`config.mk`:
```
export PLATFORM = sky130hd
export DESIGN_NAME = acss_top
export DESIGN_NICKNAME = d
export VERILOG_FILES = /design/src/design/acss_pkg.sv /design/src/design/acss_top.sv
export SDC_FILE = /design/constraint.sdc
export NUM_CORES = 1
export LEC_CHECK = 0
export BUFFER_PORTS_ARGS = -buffer_cell sky130_fd_sc_hd__buf_2
export CAP_MARGIN = 20
export CORE_MARGIN = 2
export CORE_UTILIZATION = 45
export CTS_BUF_LIST = sky130_fd_sc_hd__clkbuf_16
export DETAILED_ROUTE_END_ITERATION = 7
export MAX_ROUTING_LAYER = met4
export PLACE_DENSITY = 0.68
export RECOVER_POWER = 50
export REMOVE_ABC_BUFFERS = 1
export SKIP_LAST_GASP = 1
export SYNTH_ARGS = -nofsm -noshare
export SYNTH_HDL_FRONTEND = slang
export SYNTH_SLANG_ARGS = --single-unit
```
`constraint.sdc`:
```
create_clock -name clk_i -period 4.7 [get_ports clk_i]
set_input_delay 0.235 -clock clk_i [delete_from_list [all_inputs] [get_ports clk_i]]
set_output_delay 0.235 -clock clk_i [all_outputs]
set_load 0.03 [all_outputs]
```
`src/design/acss_pkg.sv`:
```
// constants and register map of the audio clock source selector
// Contract
// While clock auto set mode is on, the PLL reference field is ignored and the block picks the reference itself.
// With auto mode off, PLL reference code 0 takes the master clock pin and code 1 the bit clock.
// DSP divider source bits 2-0: 0 auto master, 1 PLL, 2 oscillator, 3 master pin, 4 bit clock, 5 pin route.
// DAC divider source bits 6-4 use the same six-way encoding as the DSP divider source.
// Oversample source bits 2-0: 0 DAC clock, 1 auto master, 2 PLL, 3 oscillator, 4 master pin, 5 bit clock, 6 pin.
// Charge-pump source bits 2-0 use the oversample encoding, 0 the DAC clock and 6 the pin route.
// Any unlisted PLL reference code leaves the PLL reference muted; the code sends such codes to the reference pin route instead.
// DSP pin route code 5 delivers the serial out pin; other codes give no clock.
// DAC pin route code 5 delivers the serial out pin; other codes give no clock.
// Oversample pin route code 5 delivers the serial out pin; other codes mute.
// Charge-pump pin route code 5 delivers the serial out pin; other codes mute.
// PLL reference pin route code 5 delivers the serial out pin; other codes mute. The one-bit reference field never selects this route.
// Each multiplexer switches sources without runt pulses, holding low between old and new source; a high output passes straight to the new source.
`default_nettype none
package acss_pkg;
   // register byte offsets (index times four)
   localparam logic [7:0] ACSS_IDX_REF_DSP = 8'h0D;
   localparam logic [7:0] ACSS_IDX_DAC_OSR = 8'h0E;
   localparam logic [7:0] ACSS_IDX_NCP     = 8'h0F;
   localparam logic [7:0] ACSS_IDX_ROUTE1  = 8'h10;
   localparam logic [7:0] ACSS_IDX_ROUTE2  = 8'h11;
   localparam logic [7:0] ACSS_IDX_ROUTE3  = 8'h12;
   localparam logic [7:0] ACSS_IDX_CTRL    = 8'h13;
   localparam logic [7:0] ACSS_IDX_STATUS  = 8'h14;
   localparam logic [9:0] ACSS_ADDR_REF_DSP = {ACSS_IDX_REF_DSP, 2'b00};
   localparam logic [9:0] ACSS_ADDR_DAC_OSR = {ACSS_IDX_DAC_OSR, 2'b00};
   localparam logic [9:0] ACSS_ADDR_NCP     = {ACSS_IDX_NCP, 2'b00};
   localparam logic [9:0] ACSS_ADDR_ROUTE1  = {ACSS_IDX_ROUTE1, 2'b00};
   localparam logic [9:0] ACSS_ADDR_ROUTE2  = {ACSS_IDX_ROUTE2, 2'b00};
   localparam logic [9:0] ACSS_ADDR_ROUTE3  = {ACSS_IDX_ROUTE3, 2'b00};
   localparam logic [9:0] ACSS_ADDR_CTRL    = {ACSS_IDX_CTRL, 2'b00};
   localparam logic [9:0] ACSS_ADDR_STATUS  = {ACSS_IDX_STATUS, 2'b00};
   // writable bit masks and reset values
   localparam logic [7:0] ACSS_MASK_REF_DSP = 8'h17;
   localparam logic [7:0] ACSS_MASK_PAIR    = 8'h77;
   localparam logic [7:0] ACSS_MASK_LOW3    = 8'h07;
   localparam logic [7:0] ACSS_MASK_CTRL    = 8'h01;
   localparam logic [7:0] ACSS_RST_REG      = 8'h00;
   localparam logic [7:0] ACSS_RST_CTRL     = 8'h01;
   // field positions
   localparam int ACSS_LO_POS  = 0;
   localparam int ACSS_HI_POS  = 4;
   localparam int ACSS_REF_POS = 4;
   // source codes, six-way set
   localparam logic [2:0] ACSS_S6_AUTO = 3'h0;
   localparam logic [2:0] ACSS_S6_PLL  = 3'h1;
   localparam logic [2:0] ACSS_S6_OSC  = 3'h2;
   localparam logic [2:0] ACSS_S6_MCLK = 3'h3;
   localparam logic [2:0] ACSS_S6_BCLK = 3'h4;
   localparam logic [2:0] ACSS_S6_PIN  = 3'h5;
   // source codes, seven-way set
   localparam logic [2:0] ACSS_S7_DAC  = 3'h0;
   localparam logic [2:0] ACSS_S7_AUTO = 3'h1;
   localparam logic [2:0] ACSS_S7_PLL  = 3'h2;
   localparam logic [2:0] ACSS_S7_OSC  = 3'h3;
   localparam logic [2:0] ACSS_S7_MCLK = 3'h4;
   localparam logic [2:0] ACSS_S7_BCLK = 3'h5;
   localparam logic [2:0] ACSS_S7_PIN  = 3'h6;
   // pin route and reference codes
   localparam logic [2:0] ACSS_ROUTE_SDO = 3'h5;
   localparam logic       ACSS_REF_MCLK  = 1'b0;
   localparam logic       ACSS_REF_BCLK  = 1'b1;
   // clean-switch timing: cycles held low between sources
   localparam int         ACSS_GAP_CYC   = 2;
   localparam logic [1:0] ACSS_GAP_LAST  = 2'(ACSS_GAP_CYC - 1);
   // AXI responses
   localparam logic [1:0] ACSS_RESP_OKAY   = 2'h0;
   localparam logic [1:0] ACSS_RESP_SLVERR = 2'h2;
   // number of output muxes: ref, dsp, dac, osr, ncp
   localparam int ACSS_NMUX = 5;
endpackage
`default_nettype wire

```
`src/design/acss_top.sv`:
```
// audio clock source selector with AXI4-Lite registers
`default_nettype none
module acss_top
   import acss_pkg::*;
(
   input  wire logic        clk_i,
   input  wire logic        rst_n_i,
   input  wire logic [9:0]  s_axi_awaddr_i,
   input  wire logic        s_axi_awvalid_i,
   output logic             s_axi_awready_o,
   input  wire logic [31:0] s_axi_wdata_i,
   input  wire logic [3:0]  s_axi_wstrb_i,
   input  wire logic        s_axi_wvalid_i,
   output logic             s_axi_wready_o,
   output logic [1:0]       s_axi_bresp_o,
   output logic             s_axi_bvalid_o,
   input  wire logic        s_axi_bready_i,
   input  wire logic [9:0]  s_axi_araddr_i,
   input  wire logic        s_axi_arvalid_i,
   output logic             s_axi_arready_o,
   output logic [31:0]      s_axi_rdata_o,
   output logic [1:0]       s_axi_rresp_o,
   output logic             s_axi_rvalid_o,
   input  wire logic        s_axi_rready_i,
   input  wire logic        mclk_pin_i,
   input  wire logic        bclk_pin_i,
   input  wire logic        osc_clk_i,
   input  wire logic        pll_clk_i,
   input  wire logic        serial_out_pin_i,
   input  wire logic        auto_master_clk_i,
   input  wire logic        auto_pll_ref_clk_i,
   output logic             pll_ref_clk_o,
   output logic             dsp_div_clk_o,
   output logic             dac_div_clk_o,
   output logic             osr_div_clk_o,
   output logic             ncp_div_clk_o,
   output logic [ACSS_NMUX-1:0] mux_busy_o
);
   // state of each glitch-free switch
   typedef enum logic [2:0] {
      ACSS_RUN  = 3'b001,
      ACSS_GAP  = 3'b010,
      ACSS_LOAD = 3'b100
   } acss_sw_t;

   logic [7:0] ref_dsp_q, dac_osr_q, ncp_q, route1_q, route2_q, route3_q, ctrl_q;
   logic [9:0] awaddr_q;
   logic       aw_held_q, w_held_q;
   logic [31:0] wdata_q;
   logic [3:0]  wstrb_q;

   // ---- AXI write path: address and data taken in either order
   wire do_write = aw_held_q & w_held_q & ~s_axi_bvalid_o;
   wire [7:0] wbyte = wdata_q[7:0];
   wire wlane = wstrb_q[0];
   wire hit_ref_dsp = awaddr_q == ACSS_ADDR_REF_DSP;
   wire hit_dac_osr = awaddr_q == ACSS_ADDR_DAC_OSR;
   wire hit_ncp     = awaddr_q == ACSS_ADDR_NCP;
   wire hit_route1  = awaddr_q == ACSS_ADDR_ROUTE1;
   wire hit_route2  = awaddr_q == ACSS_ADDR_ROUTE2;
   wire hit_route3  = awaddr_q == ACSS_ADDR_ROUTE3;
   wire hit_ctrl    = awaddr_q == ACSS_ADDR_CTRL;
   wire hit_status  = awaddr_q == ACSS_ADDR_STATUS;
   wire w_mapped = hit_ref_dsp | hit_dac_osr | hit_ncp | hit_route1 | hit_route2 | hit_route3
                   | hit_ctrl | hit_status;

   // channel handshakes
   always_ff @(posedge clk_i) begin
      if (!rst_n_i) begin
         aw_held_q       <= 1'b0;
         w_held_q        <= 1'b0;
         awaddr_q        <= '0;
         wdata_q         <= '0;
         wstrb_q         <= '0;
         s_axi_awready_o <= 1'b0;
         s_axi_wready_o  <= 1'b0;
         s_axi_bvalid_o  <= 1'b0;
         s_axi_bresp_o   <= ACSS_RESP_OKAY;
      end else begin
         s_axi_awready_o <= ~aw_held_q & ~s_axi_awready_o & ~s_axi_bvalid_o;
         s_axi_wready_o  <= ~w_held_q & ~s_axi_wready_o & ~s_axi_bvalid_o;
         if (s_axi_awvalid_i && s_axi_awready_o) begin
            aw_held_q <= 1'b1;
            awaddr_q  <= s_axi_awaddr_i;
            s_axi_awready_o <= 1'b0;
         end
         if (s_axi_wvalid_i && s_axi_wready_o) begin
            w_held_q <= 1'b1;
            wdata_q  <= s_axi_wdata_i;
            wstrb_q  <= s_axi_wstrb_i;
            s_axi_wready_o <= 1'b0;
         end
         if (do_write) begin
            aw_held_q      <= 1'b0;
            w_held_q       <= 1'b0;
            s_axi_bvalid_o <= 1'b1;
            s_axi_bresp_o  <= w_mapped ? ACSS_RESP_OKAY : ACSS_RESP_SLVERR;
         end else if (s_axi_bvalid_o && s_axi_bready_i) begin
            s_axi_bvalid_o <= 1'b0;
         end
      end
   end

   // register storage; reserved bits stay zero
   always_ff @(posedge clk_i) begin
      if (!rst_n_i) begin
         ref_dsp_q <= ACSS_RST_REG;
         dac_osr_q <= ACSS_RST_REG;
         ncp_q     <= ACSS_RST_REG;
         route1_q  <= ACSS_RST_REG;
         route2_q  <= ACSS_RST_REG;
         route3_q  <= ACSS_RST_REG;
         ctrl_q    <= ACSS_RST_CTRL;
      end else if (do_write && wlane) begin
         if (hit_ref_dsp) ref_dsp_q <= wbyte & ACSS_MASK_REF_DSP;
         if (hit_dac_osr) dac_osr_q <= wbyte & ACSS_MASK_PAIR;
         if (hit_ncp)     ncp_q     <= wbyte & ACSS_MASK_LOW3;
         if (hit_route1)  route1_q  <= wbyte & ACSS_MASK_PAIR;
         if (hit_route2)  route2_q  <= wbyte & ACSS_MASK_PAIR;
         if (hit_route3)  route3_q  <= wbyte & ACSS_MASK_LOW3;
         if (hit_ctrl)    ctrl_q    <= wbyte & ACSS_MASK_CTRL;
      end
   end

   // ---- AXI read path, one read at a time
   wire [9:0] ra = s_axi_araddr_i;
   wire [7:0] rd_byte =
      (ra == ACSS_ADDR_REF_DSP) ? ref_dsp_q :
      (ra == ACSS_ADDR_DAC_OSR) ? dac_osr_q :
      (ra == ACSS_ADDR_NCP)     ? ncp_q     :
      (ra == ACSS_ADDR_ROUTE1)  ? route1_q  :
      (ra == ACSS_ADDR_ROUTE2)  ? route2_q  :
      (ra == ACSS_ADDR_ROUTE3)  ? route3_q  :
      (ra == ACSS_ADDR_CTRL)    ? ctrl_q    :
      (ra == ACSS_ADDR_STATUS)  ? {3'h0, mux_busy_o} : 8'h00;
   wire r_mapped = (ra == ACSS_ADDR_REF_DSP) | (ra == ACSS_ADDR_DAC_OSR) | (ra == ACSS_ADDR_NCP)
                 | (ra == ACSS_ADDR_ROUTE1) | (ra == ACSS_ADDR_ROUTE2) | (ra == ACSS_ADDR_ROUTE3)
                 | (ra == ACSS_ADDR_CTRL) | (ra == ACSS_ADDR_STATUS);

   always_ff @(posedge clk_i) begin
      if (!rst_n_i) begin
         s_axi_arready_o <= 1'b0;
         s_axi_rvalid_o  <= 1'b0;
         s_axi_rdata_o   <= '0;
         s_axi_rresp_o   <= ACSS_RESP_OKAY;
      end else begin
         s_axi_arready_o <= ~s_axi_arready_o & ~s_axi_rvalid_o;
         if (s_axi_arvalid_i && s_axi_arready_o) begin
            s_axi_arready_o <= 1'b0;
            s_axi_rvalid_o  <= 1'b1;
            s_axi_rdata_o   <= {24'h000000, rd_byte};
            s_axi_rresp_o   <= r_mapped ? ACSS_RESP_OKAY : ACSS_RESP_SLVERR;
         end else if (s_axi_rvalid_o && s_axi_rready_i) begin
            s_axi_rvalid_o <= 1'b0;
         end
      end
   end

   // ---- field extraction
   wire       auto_mode  = ctrl_q[0];
   wire       ref_sel    = ref_dsp_q[ACSS_REF_POS];
   wire [2:0] dsp_src    = ref_dsp_q[ACSS_LO_POS +: 3];
   wire [2:0] dac_src    = dac_osr_q[ACSS_HI_POS +: 3];
   wire [2:0] osr_src    = dac_osr_q[ACSS_LO_POS +: 3];
   wire [2:0] ncp_src    = ncp_q[ACSS_LO_POS +: 3];
   wire [2:0] dsp_route  = route1_q[ACSS_HI_POS +: 3];
   wire [2:0] dac_route  = route1_q[ACSS_LO_POS +: 3];
   wire [2:0] ncp_route  = route2_q[ACSS_HI_POS +: 3];
   wire [2:0] osr_route  = route2_q[ACSS_LO_POS +: 3];
   wire [2:0] ref_route  = route3_q[ACSS_LO_POS +: 3];

   // dsp pin route to serial out
   wire dsp_pin = (dsp_route == ACSS_ROUTE_SDO) & serial_out_pin_i;
   // dac pin route to serial out
   wire dac_pin = (dac_route == ACSS_ROUTE_SDO) & serial_out_pin_i;
   // oversample pin route, else muted
   wire osr_pin = (osr_route == ACSS_ROUTE_SDO) & serial_out_pin_i;
   // charge-pump pin route, else muted
   wire ncp_pin = (ncp_route == ACSS_ROUTE_SDO) & serial_out_pin_i;
   // reference pin route; one-bit field never reaches it, kept for the wider code space
   wire ref_pin = (ref_route == ACSS_ROUTE_SDO) & serial_out_pin_i;

   // selection codes per mux, widened so the reference code fits the per-mux change detection
   // auto mode overrides the reference field
   wire [2:0] ref_code = auto_mode ? 3'h7 : {2'b00, ref_sel};
   wire [2:0] code [ACSS_NMUX];
   assign code[0] = ref_code;
   assign code[1] = dsp_src;
   assign code[2] = dac_src;
   assign code[3] = osr_src;
   assign code[4] = ncp_src;

   // reference: master pin or bit clock; other codes fall to the reference pin route
   wire ref_mux = auto_mode ? auto_pll_ref_clk_i :
                  (ref_sel == ACSS_REF_MCLK) ? mclk_pin_i :
                  (ref_sel == ACSS_REF_BCLK) ? bclk_pin_i : ref_pin;

   // dsp divider six-way source
   wire dsp_mux = (dsp_src == ACSS_S6_AUTO) ? auto_master_clk_i :
                  (dsp_src == ACSS_S6_PLL)  ? pll_clk_i  :
                  (dsp_src == ACSS_S6_OSC)  ? osc_clk_i  :
                  (dsp_src == ACSS_S6_MCLK) ? mclk_pin_i :
                  (dsp_src == ACSS_S6_BCLK) ? bclk_pin_i :
                  (dsp_src == ACSS_S6_PIN)  ? dsp_pin    : 1'b0;
   // dac divider, same encoding
   wire dac_mux = (dac_src == ACSS_S6_AUTO) ? auto_master_clk_i :
                  (dac_src == ACSS_S6_PLL)  ? pll_clk_i  :
                  (dac_src == ACSS_S6_OSC)  ? osc_clk_i  :
                  (dac_src == ACSS_S6_MCLK) ? mclk_pin_i :
                  (dac_src == ACSS_S6_BCLK) ? bclk_pin_i :
                  (dac_src == ACSS_S6_PIN)  ? dac_pin    : 1'b0;
   // oversample seven-way source, code 0 is the dac clock
   wire osr_mux = (osr_src == ACSS_S7_DAC)  ? dac_div_clk_o :
                  (osr_src == ACSS_S7_AUTO) ? auto_master_clk_i :
                  (osr_src == ACSS_S7_PLL)  ? pll_clk_i  :
                  (osr_src == ACSS_S7_OSC)  ? osc_clk_i  :
                  (osr_src == ACSS_S7_MCLK) ? mclk_pin_i :
                  (osr_src == ACSS_S7_BCLK) ? bclk_pin_i :
                  (osr_src == ACSS_S7_PIN)  ? osr_pin    : 1'b0;
   // charge pump, oversample encoding
   wire ncp_mux = (ncp_src == ACSS_S7_DAC)  ? dac_div_clk_o :
                  (ncp_src == ACSS_S7_AUTO) ? auto_master_clk_i :
                  (ncp_src == ACSS_S7_PLL)  ? pll_clk_i  :
                  (ncp_src == ACSS_S7_OSC)  ? osc_clk_i  :
                  (ncp_src == ACSS_S7_MCLK) ? mclk_pin_i :
                  (ncp_src == ACSS_S7_BCLK) ? bclk_pin_i :
                  (ncp_src == ACSS_S7_PIN)  ? ncp_pin    : 1'b0;

   wire [ACSS_NMUX-1:0] raw = {ncp_mux, osr_mux, dac_mux, dsp_mux, ref_mux};
   logic [ACSS_NMUX-1:0] clk_q;

   // per-mux switch: on a code change, once the output is low hold it low for a gap, then follow new source.
   // clocks are sampled at clk_i rate, so sources must run well below 25 MHz; the trade is simplicity.
   genvar g;
   generate
      for (g = 0; g < ACSS_NMUX; g++) begin : g_sw
         acss_sw_t   st_q;
         logic [2:0] code_q;
         logic [1:0] gap_q;
         logic       busy_q;
         wire changed = code[g] != code_q;
         always_ff @(posedge clk_i) begin
            if (!rst_n_i) begin
               st_q      <= ACSS_LOAD;
               code_q    <= 3'h0;
               gap_q     <= 2'h0;
               clk_q[g]  <= 1'b0;
               busy_q    <= 1'b1;
            end else begin
               unique case (st_q)
                  ACSS_RUN: begin
                     clk_q[g] <= raw[g];
                     // a pending change already counts as busy, so software never trusts a stale source
                     busy_q   <= changed;
                     // stop only once the output is low; until then it already samples the new source
                     if (changed && !clk_q[g]) begin
                        st_q     <= ACSS_GAP;
                        gap_q    <= 2'h0;
                        clk_q[g] <= 1'b0;
                     end
                  end
                  ACSS_GAP: begin
                     clk_q[g] <= 1'b0;
                     gap_q    <= gap_q + 2'h1;
                     if (gap_q == ACSS_GAP_LAST) st_q <= ACSS_LOAD;
                  end
                  ACSS_LOAD: begin
                     // wait for new source low so the first pulse is whole
                     code_q   <= code[g];
                     clk_q[g] <= 1'b0;
                     if (!raw[g]) begin
                        st_q   <= ACSS_RUN;
                        busy_q <= 1'b0;
                     end
                  end
               endcase
            end
         end
         // busy comes straight from its own flop
         assign mux_busy_o[g] = busy_q;
      end
   endgenerate

   assign pll_ref_clk_o = clk_q[0];
   assign dsp_div_clk_o = clk_q[1];
   assign dac_div_clk_o = clk_q[2];
   assign osr_div_clk_o = clk_q[3];
   assign ncp_div_clk_o = clk_q[4];
endmodule
`default_nettype wire

```
Word-level counts from Yosys, hierarchy flattened
Index checks and enable logic that the tools add are counted.
{"block": "op_classes", "addsub": 5, "n_eq_ne": 82, "muxes": 93, "n_bitwise": 33, "reduce_logical": 63}
{"operator": "$eq A10 B7 Y1 const B", "count": 10}
{"operator": "$eq A10 B6 Y1 const B", "count": 6}
{"operator": "$eq A3 B3 Y1 const B", "count": 19}
{"operator": "$mux W3", "count": 16}
{"operator": "$pmux W3 S3", "count": 5}
{"operator": "$mux W1", "count": 42}
{"operator": "$eq A3 B2 Y1 const B", "count": 13}
{"operator": "$mux W7", "count": 5}
{"operator": "$reduce_and A2 Y1", "count": 17}
{"operator": "$ne A2 B2 Y1 const B", "count": 15}
{"operator": "$eq A3 B1 Y1 const B", "count": 9}
{"operator": "$reduce_bool A2 Y1", "count": 12}
{"operator": "$pmux W1 S2", "count": 10}
{"operator": "$pmux W2 S2", "count": 5}
{"operator": "$reduce_or A2 Y1", "count": 9}
{"operator": "$mux W5", "count": 3}
{"operator": "$ne A3 B3 Y1", "count": 5}
{"operator": "$reduce_and A3 Y1", "count": 5}
{"operator": "$mux W2", "count": 7}
{"operator": "$or A1 B1 Y1", "count": 14}
{"operator": "$logic_not A3 Y1", "count": 4}
{"operator": "$and A1 B1 Y1", "count": 11}
{"operator": "$logic_and A1 B1 Y1", "count": 11}
{"operator": "$add A2 B1 Y2 const B", "count": 5}
{"operator": "3 further kinds", "count": 18}
{"block": "word_totals", "regBits": 116, "out_inout_bits": 51, "wordCells": 321}

Logic depth before layout (Yosys ltp)
{"block": "depth", "word_depth": 11, "mapped_depth": 7, "depth_no_buf": 6}

Worst setup path after synthesis
Ideal clock, no wire load.
{"block": "synth_path", "path_kind": "register -> register", "start": "register ncp_q[1]", "end": "register g_sw[4].busy_q", "setup_time_ps": 122, "t_arrival_ps": 1707, "t_required_ps": 4578, "setup_slack_ps": 2871, "stages_incl_launch_ff": 6, "period_less_slack_ps": 1829, "path_cell_list": "dfxtp_1 -> clkbuf_1 -> mux4_2 -> o21ai_1 -> nand2_1 -> a311o_1"}
{"block": "synth_via", "elab_chain_cells": 10, "elab_cells_between_ends": 18, "cone_classes": "eq/ne (8); mux (8); reduce/logical (2)"}
{"element": "start, declared", "line_no": "acss_top.sv:46", "rtl": "logic [7:0] ref_dsp_q, dac_osr_q, ncp_q, route1_q, route2_q, route3_q, ctrl_q;"}
{"element": "start signal, assigned", "line_no": "acss_top.sv:117", "rtl": "if (hit_ncp) ncp_q <= wbyte & ACSS_MASK_LOW3;"}
{"element": "$eq A3 B3 Y1", "line_no": "acss_top.sv:227", "rtl": "(ncp_src == ACSS_S7_PIN) ? ncp_pin : 1'b0;"}
{"element": "$mux W1", "line_no": "acss_top.sv:227"}
{"element": "$mux W1", "line_no": "acss_top.sv:226", "rtl": "(ncp_src == ACSS_S7_BCLK) ? bclk_pin_i :"}
{"element": "$mux W1", "line_no": "acss_top.sv:225", "rtl": "(ncp_src == ACSS_S7_MCLK) ? mclk_pin_i :"}
{"element": "$mux W1", "line_no": "acss_top.sv:224", "rtl": "(ncp_src == ACSS_S7_OSC) ? osc_clk_i :"}
{"element": "$mux W1", "line_no": "acss_top.sv:223", "rtl": "(ncp_src == ACSS_S7_PLL) ? pll_clk_i :"}
{"element": "$mux W1", "line_no": "acss_top.sv:222", "rtl": "(ncp_src == ACSS_S7_AUTO) ? auto_master_clk_i :"}
{"element": "$mux W1", "line_no": "acss_top.sv:221", "rtl": "wire ncp_mux = (ncp_src == ACSS_S7_DAC) ? dac_div_clk_o :"}
{"element": "$ne A2 B2 Y1 (no line)"}
{"element": "$reduce_and A2 Y1 (no line)"}
{"element": "end signal, assigned", "line_no": "acss_top.sv:254", "rtl": "busy_q <= changed;"}
{"element": "end, declared", "line_no": "acss_top.sv:240", "rtl": "logic busy_q;"}
Several ways; a longest one is shown, not always the timed one.
A chain may end at the register's enable or synchronous reset.

Worst setup path after layout
{"block": "layout_path", "start": "input port rst_n_i", "end": "register g_sw[2].st_q[2]"}
{"element": "start, declared", "line_no": "acss_top.sv:7", "rtl": "input wire logic rst_n_i,"}
{"element": "end signal, assigned", "line_no": "acss_top.sv:244", "rtl": "st_q <= ACSS_LOAD;"}
{"element": "end signal, assigned", "line_no": "acss_top.sv:257", "rtl": "st_q <= ACSS_GAP;"}
{"element": "end signal, assigned", "line_no": "acss_top.sv:265", "rtl": "if (gap_q == ACSS_GAP_LAST) st_q <= ACSS_LOAD;"}
{"element": "end, declared", "line_no": "acss_top.sv:237", "rtl": "acss_sw_t st_q;"}
No word-level cell between the ends.

==> results.md <==
* Switching power at 571 µW
* Internal at 1480 µW
* Peak supply drop at 0.210 mV
* H-tree depth at 3
* DR vias/cell at 5.65
* RSZ-0062 raised after global routing: no
* Final Skew at 0.00832 ns
* Horiz. Die Dim at 114 µm
* Setup violations, final at 0
* Multi-input gate area at 2890 µm²
* Die Ht at 114 µm
* Area of the mapped netlist at 5470 µm²
* Least-Margin Pin Slew at 1.69 ns
* # fillers at 1153
* DRT Pass-1 Iters at 5
* Total CTS buffers at 9
* DRC at 0
* Fin. Hold Viols at 0
* DP Cell Count at 822
* Largest net degree at the start of global routing at 50
* Final period util at 0.594
* GR Util met1 at 0.252
* Met2 Usage GRT at 0.338
* Global-route wire length before repair at 21000 µm
* Seq pwr share at 0.504
* P_leak at 0.00222 µW
* Initial DRC Count at 320
* Gate Count Post-Synth at 651
* R2r endpoint: route1_q[2]
* Slew Limit Fails at 35
* Hold Buf Count CTS at 0
* Clock latency at the later pin of the worst-skew pair at 0.36 ns
* Drt wl/cell at 15.4 µm
* Combinational power share at 0.127
* Die area at 13000 µm²
* Final std cells w/o fill at 838
* WS Path Type: in -> reg
* Nets at 761
* Worst-path clk slew at 0.07 ns
* Switching share of power at 0.278
* CP Data Required Time at 4.94 ns
* Worst setup SP type: primary input
* Core area at 11900 µm²
* DR vias at 4732
* Post-CTS setup buffers at 0
* Post-synth EDFFs at 0
* Post-DP Area at 5690 µm²
* Relative slew slack at -0.128
* Hold Path Origin: s_axi_awaddr_i[4]
* Register Area at 2220 µm²
* Fraction of layout cells with a size suffix above 1 at 0.106
* Met3 Resource Use GR at 0.0445
* Register area share after synthesis at 0.406
* Min Tclk post-route at 2.79 ns
* Drt total wl at 12900 µm
* HP Class: in -> reg
* Antenna Cells at 0
* Critical path endpoint category: flip-flop
* Port bufs at 64
* Max frequency at 358 MHz
* CTS tree: built
* Fin Hold WS at 0.118 ns
* Clk pwr share at 0.369
* Root buffer cell: clkbuf_16
* Failing checks: max-capacitance violations, max-slew violations
* Async SR Flop Fraction at 0
* Warnings, synthesis at 0
* Worst flop-to-flop path startpoint: awaddr_q[9]
* #FFs+latches synth at 111
* Number of global-route vias before repair at 4419
* CP startpoint: rst_n_i
* Post-route setup TNS at 0 ns
* Clock sink count at 111
* Max-cap violations at 1
* Pwr dens at 345 nW/µm²
* Worst Path Arrival at 3.03 ns
* GRT Max-Usage Layer: met2
* Grt total ovfl at 0
* Unique masters post-synth at 68
* Hold path depth at 3
* Ports at 121
* Avg Cell Area, Syn at 8.40 µm²
* Area Overhead vs Synth at 8.90%
* Post-DP HPWL at 9460 µm
* Cell Rows at 40
* R2R Setup Slk at 2.56 ns
* Initial Util at 0.459
* Worst reg2reg path depth at 5
* Routability cong. at 0.869
* Clock buffer depth at 2
* Crit path max fanout at 49
* ANT nets after route at 0
* WHS Endpoint: awaddr_q[4]
* Run status: finished with violations
* Total Routing Usage GR at 0.208
* Main flop type after synthesis: dfxtp_1
* # resized after CTS at 0
* Initial antenna violation count at 0
* Final instance area at 5950 µm²
cells by family after synthesis:
logic type / Yosys count / share of synthesized area
AND/OR/NAND/NOR: 238 / 0.212
AO/OA/AOI/OAI: 151 / 0.173
flip-flops: 111 / 0.406
buffers and inverters: 87 / 0.0838
multiplexers: 40 / 0.0831
XOR/XNOR: 18 / 0.0288
adder cells (fa/ha/maj): 5 / 0.0114
other: 1 / 0.000686
critical path, stage by stage:
cell      delay [ns]
clkbuf_1        1.19
inv_2           0.79
buf_4           0.46
a311o_1         0.34
cell usage after synthesis (all sizes together) (3+ instances only):
cell type,n,area [µm²]
nand4b,4,35.0
nand2b,11,68.8
nand4,6,37.5
mux4,4,90.1
nor3b,7,52.6
clkbuf,26,97.6
mux2i,33,330
and4b,3,30.0
and2,4,25.0
o31ai,4,30.0
o211ai,7,52.6
ha,5,62.6
nand2,79,297
o21ai,34,170
nor4,3,33.8
a32oi,4,35.0
a21oi,59,295
xor2,5,43.8
xnor2,13,114
nor2,64,243
or3,3,18.8
dfxtp,111,2220
nor3,17,85.1
a211oi,7,57.6
nor2b,5,31.3
o221ai,4,35.0
inv,20,75.1
nand3,20,100
mux2,3,33.8
buf,41,285
a31oi,6,37.5
worst max-delay path by stage:
stage	to	slack, ns	cells after the start
final	g_sw[2].st_q[2]	1.91	4
after global routing	dsp_div_clk_o	1.67	4
after CTS	route1_q[2]	2.52	5
after detailed placement	dsp_div_clk_o	2.50	4
after global placement	g_sw[2].st_q[2]	2.53	4
after floorplan	route1_q[0]	2.81	5
placed cells by master (no fill, tap or decap), types with 17 or more instances in the layout:
| master | n |
|---|---|
| inv_1 | 21 |
| dfxtp_1 | 111 |
| a21oi_1 | 59 |
| nor3_1 | 17 |
| o21ai_0 | 33 |
| clkbuf_1 | 25 |
| mux2i_1 | 33 |
| nand2_1 | 79 |
| conb_1 | 27 |
| buf_2 | 39 |
| nand3_1 | 20 |
| nor2_1 | 63 |
per-layer routing:
metal	up-vias	wire length [µm]
met5	-	0
met4	0	205
met3	18	835
met2	153	6210
met1	2243	5650
li1	2318	-
sequential cells by signal (all words and copies together) (netlist names), 3 cells and up:
register / count
g_sw.code_q: 14
ncp_q: 3
g_sw.gap_q: 10
awaddr_q: 10
route2_q: 6
ref_dsp_q: 4
route3_q: 3
g_sw.st_q: 15
s_axi_rdata_o: 7
wdata_q: 6
g_sw.busy_q: 5
dac_osr_q: 6
route1_q: 6
stage by stage:
step / util / total power [µW] / setup slack [ns]
final: 0.500 / 2050 / 1.91
after global routing: 0.500 / 2140 / 1.67
after CTS: 0.503 / 2070 / 2.52
after detailed placement: 0.478 / 1320 / 2.50
after global placement: 0.478 / 1310 / 2.53
after floorplan: - / 1230 / 2.81
power by group through the flow:
stage	combinational, µW	clock (µW)	sequential (µW)
floorplan	163	0	1070
global placement	255	0	1050
detailed placement	265	0	1060
CTS	265	768	1030
global route	290	808	1040
finish	261	757	1040
area by class of cell:
cell class	count	area share
multi-input combinational	479	0.485
inverter	20	0.0126
clock inverter	7	0.0111
sequential	111	0.373
clock buffer	9	0.0378
timing repair buffer	65	0.0498
tap	147	0.0309
Note: power is estimated with default switching activity, not from simulation.
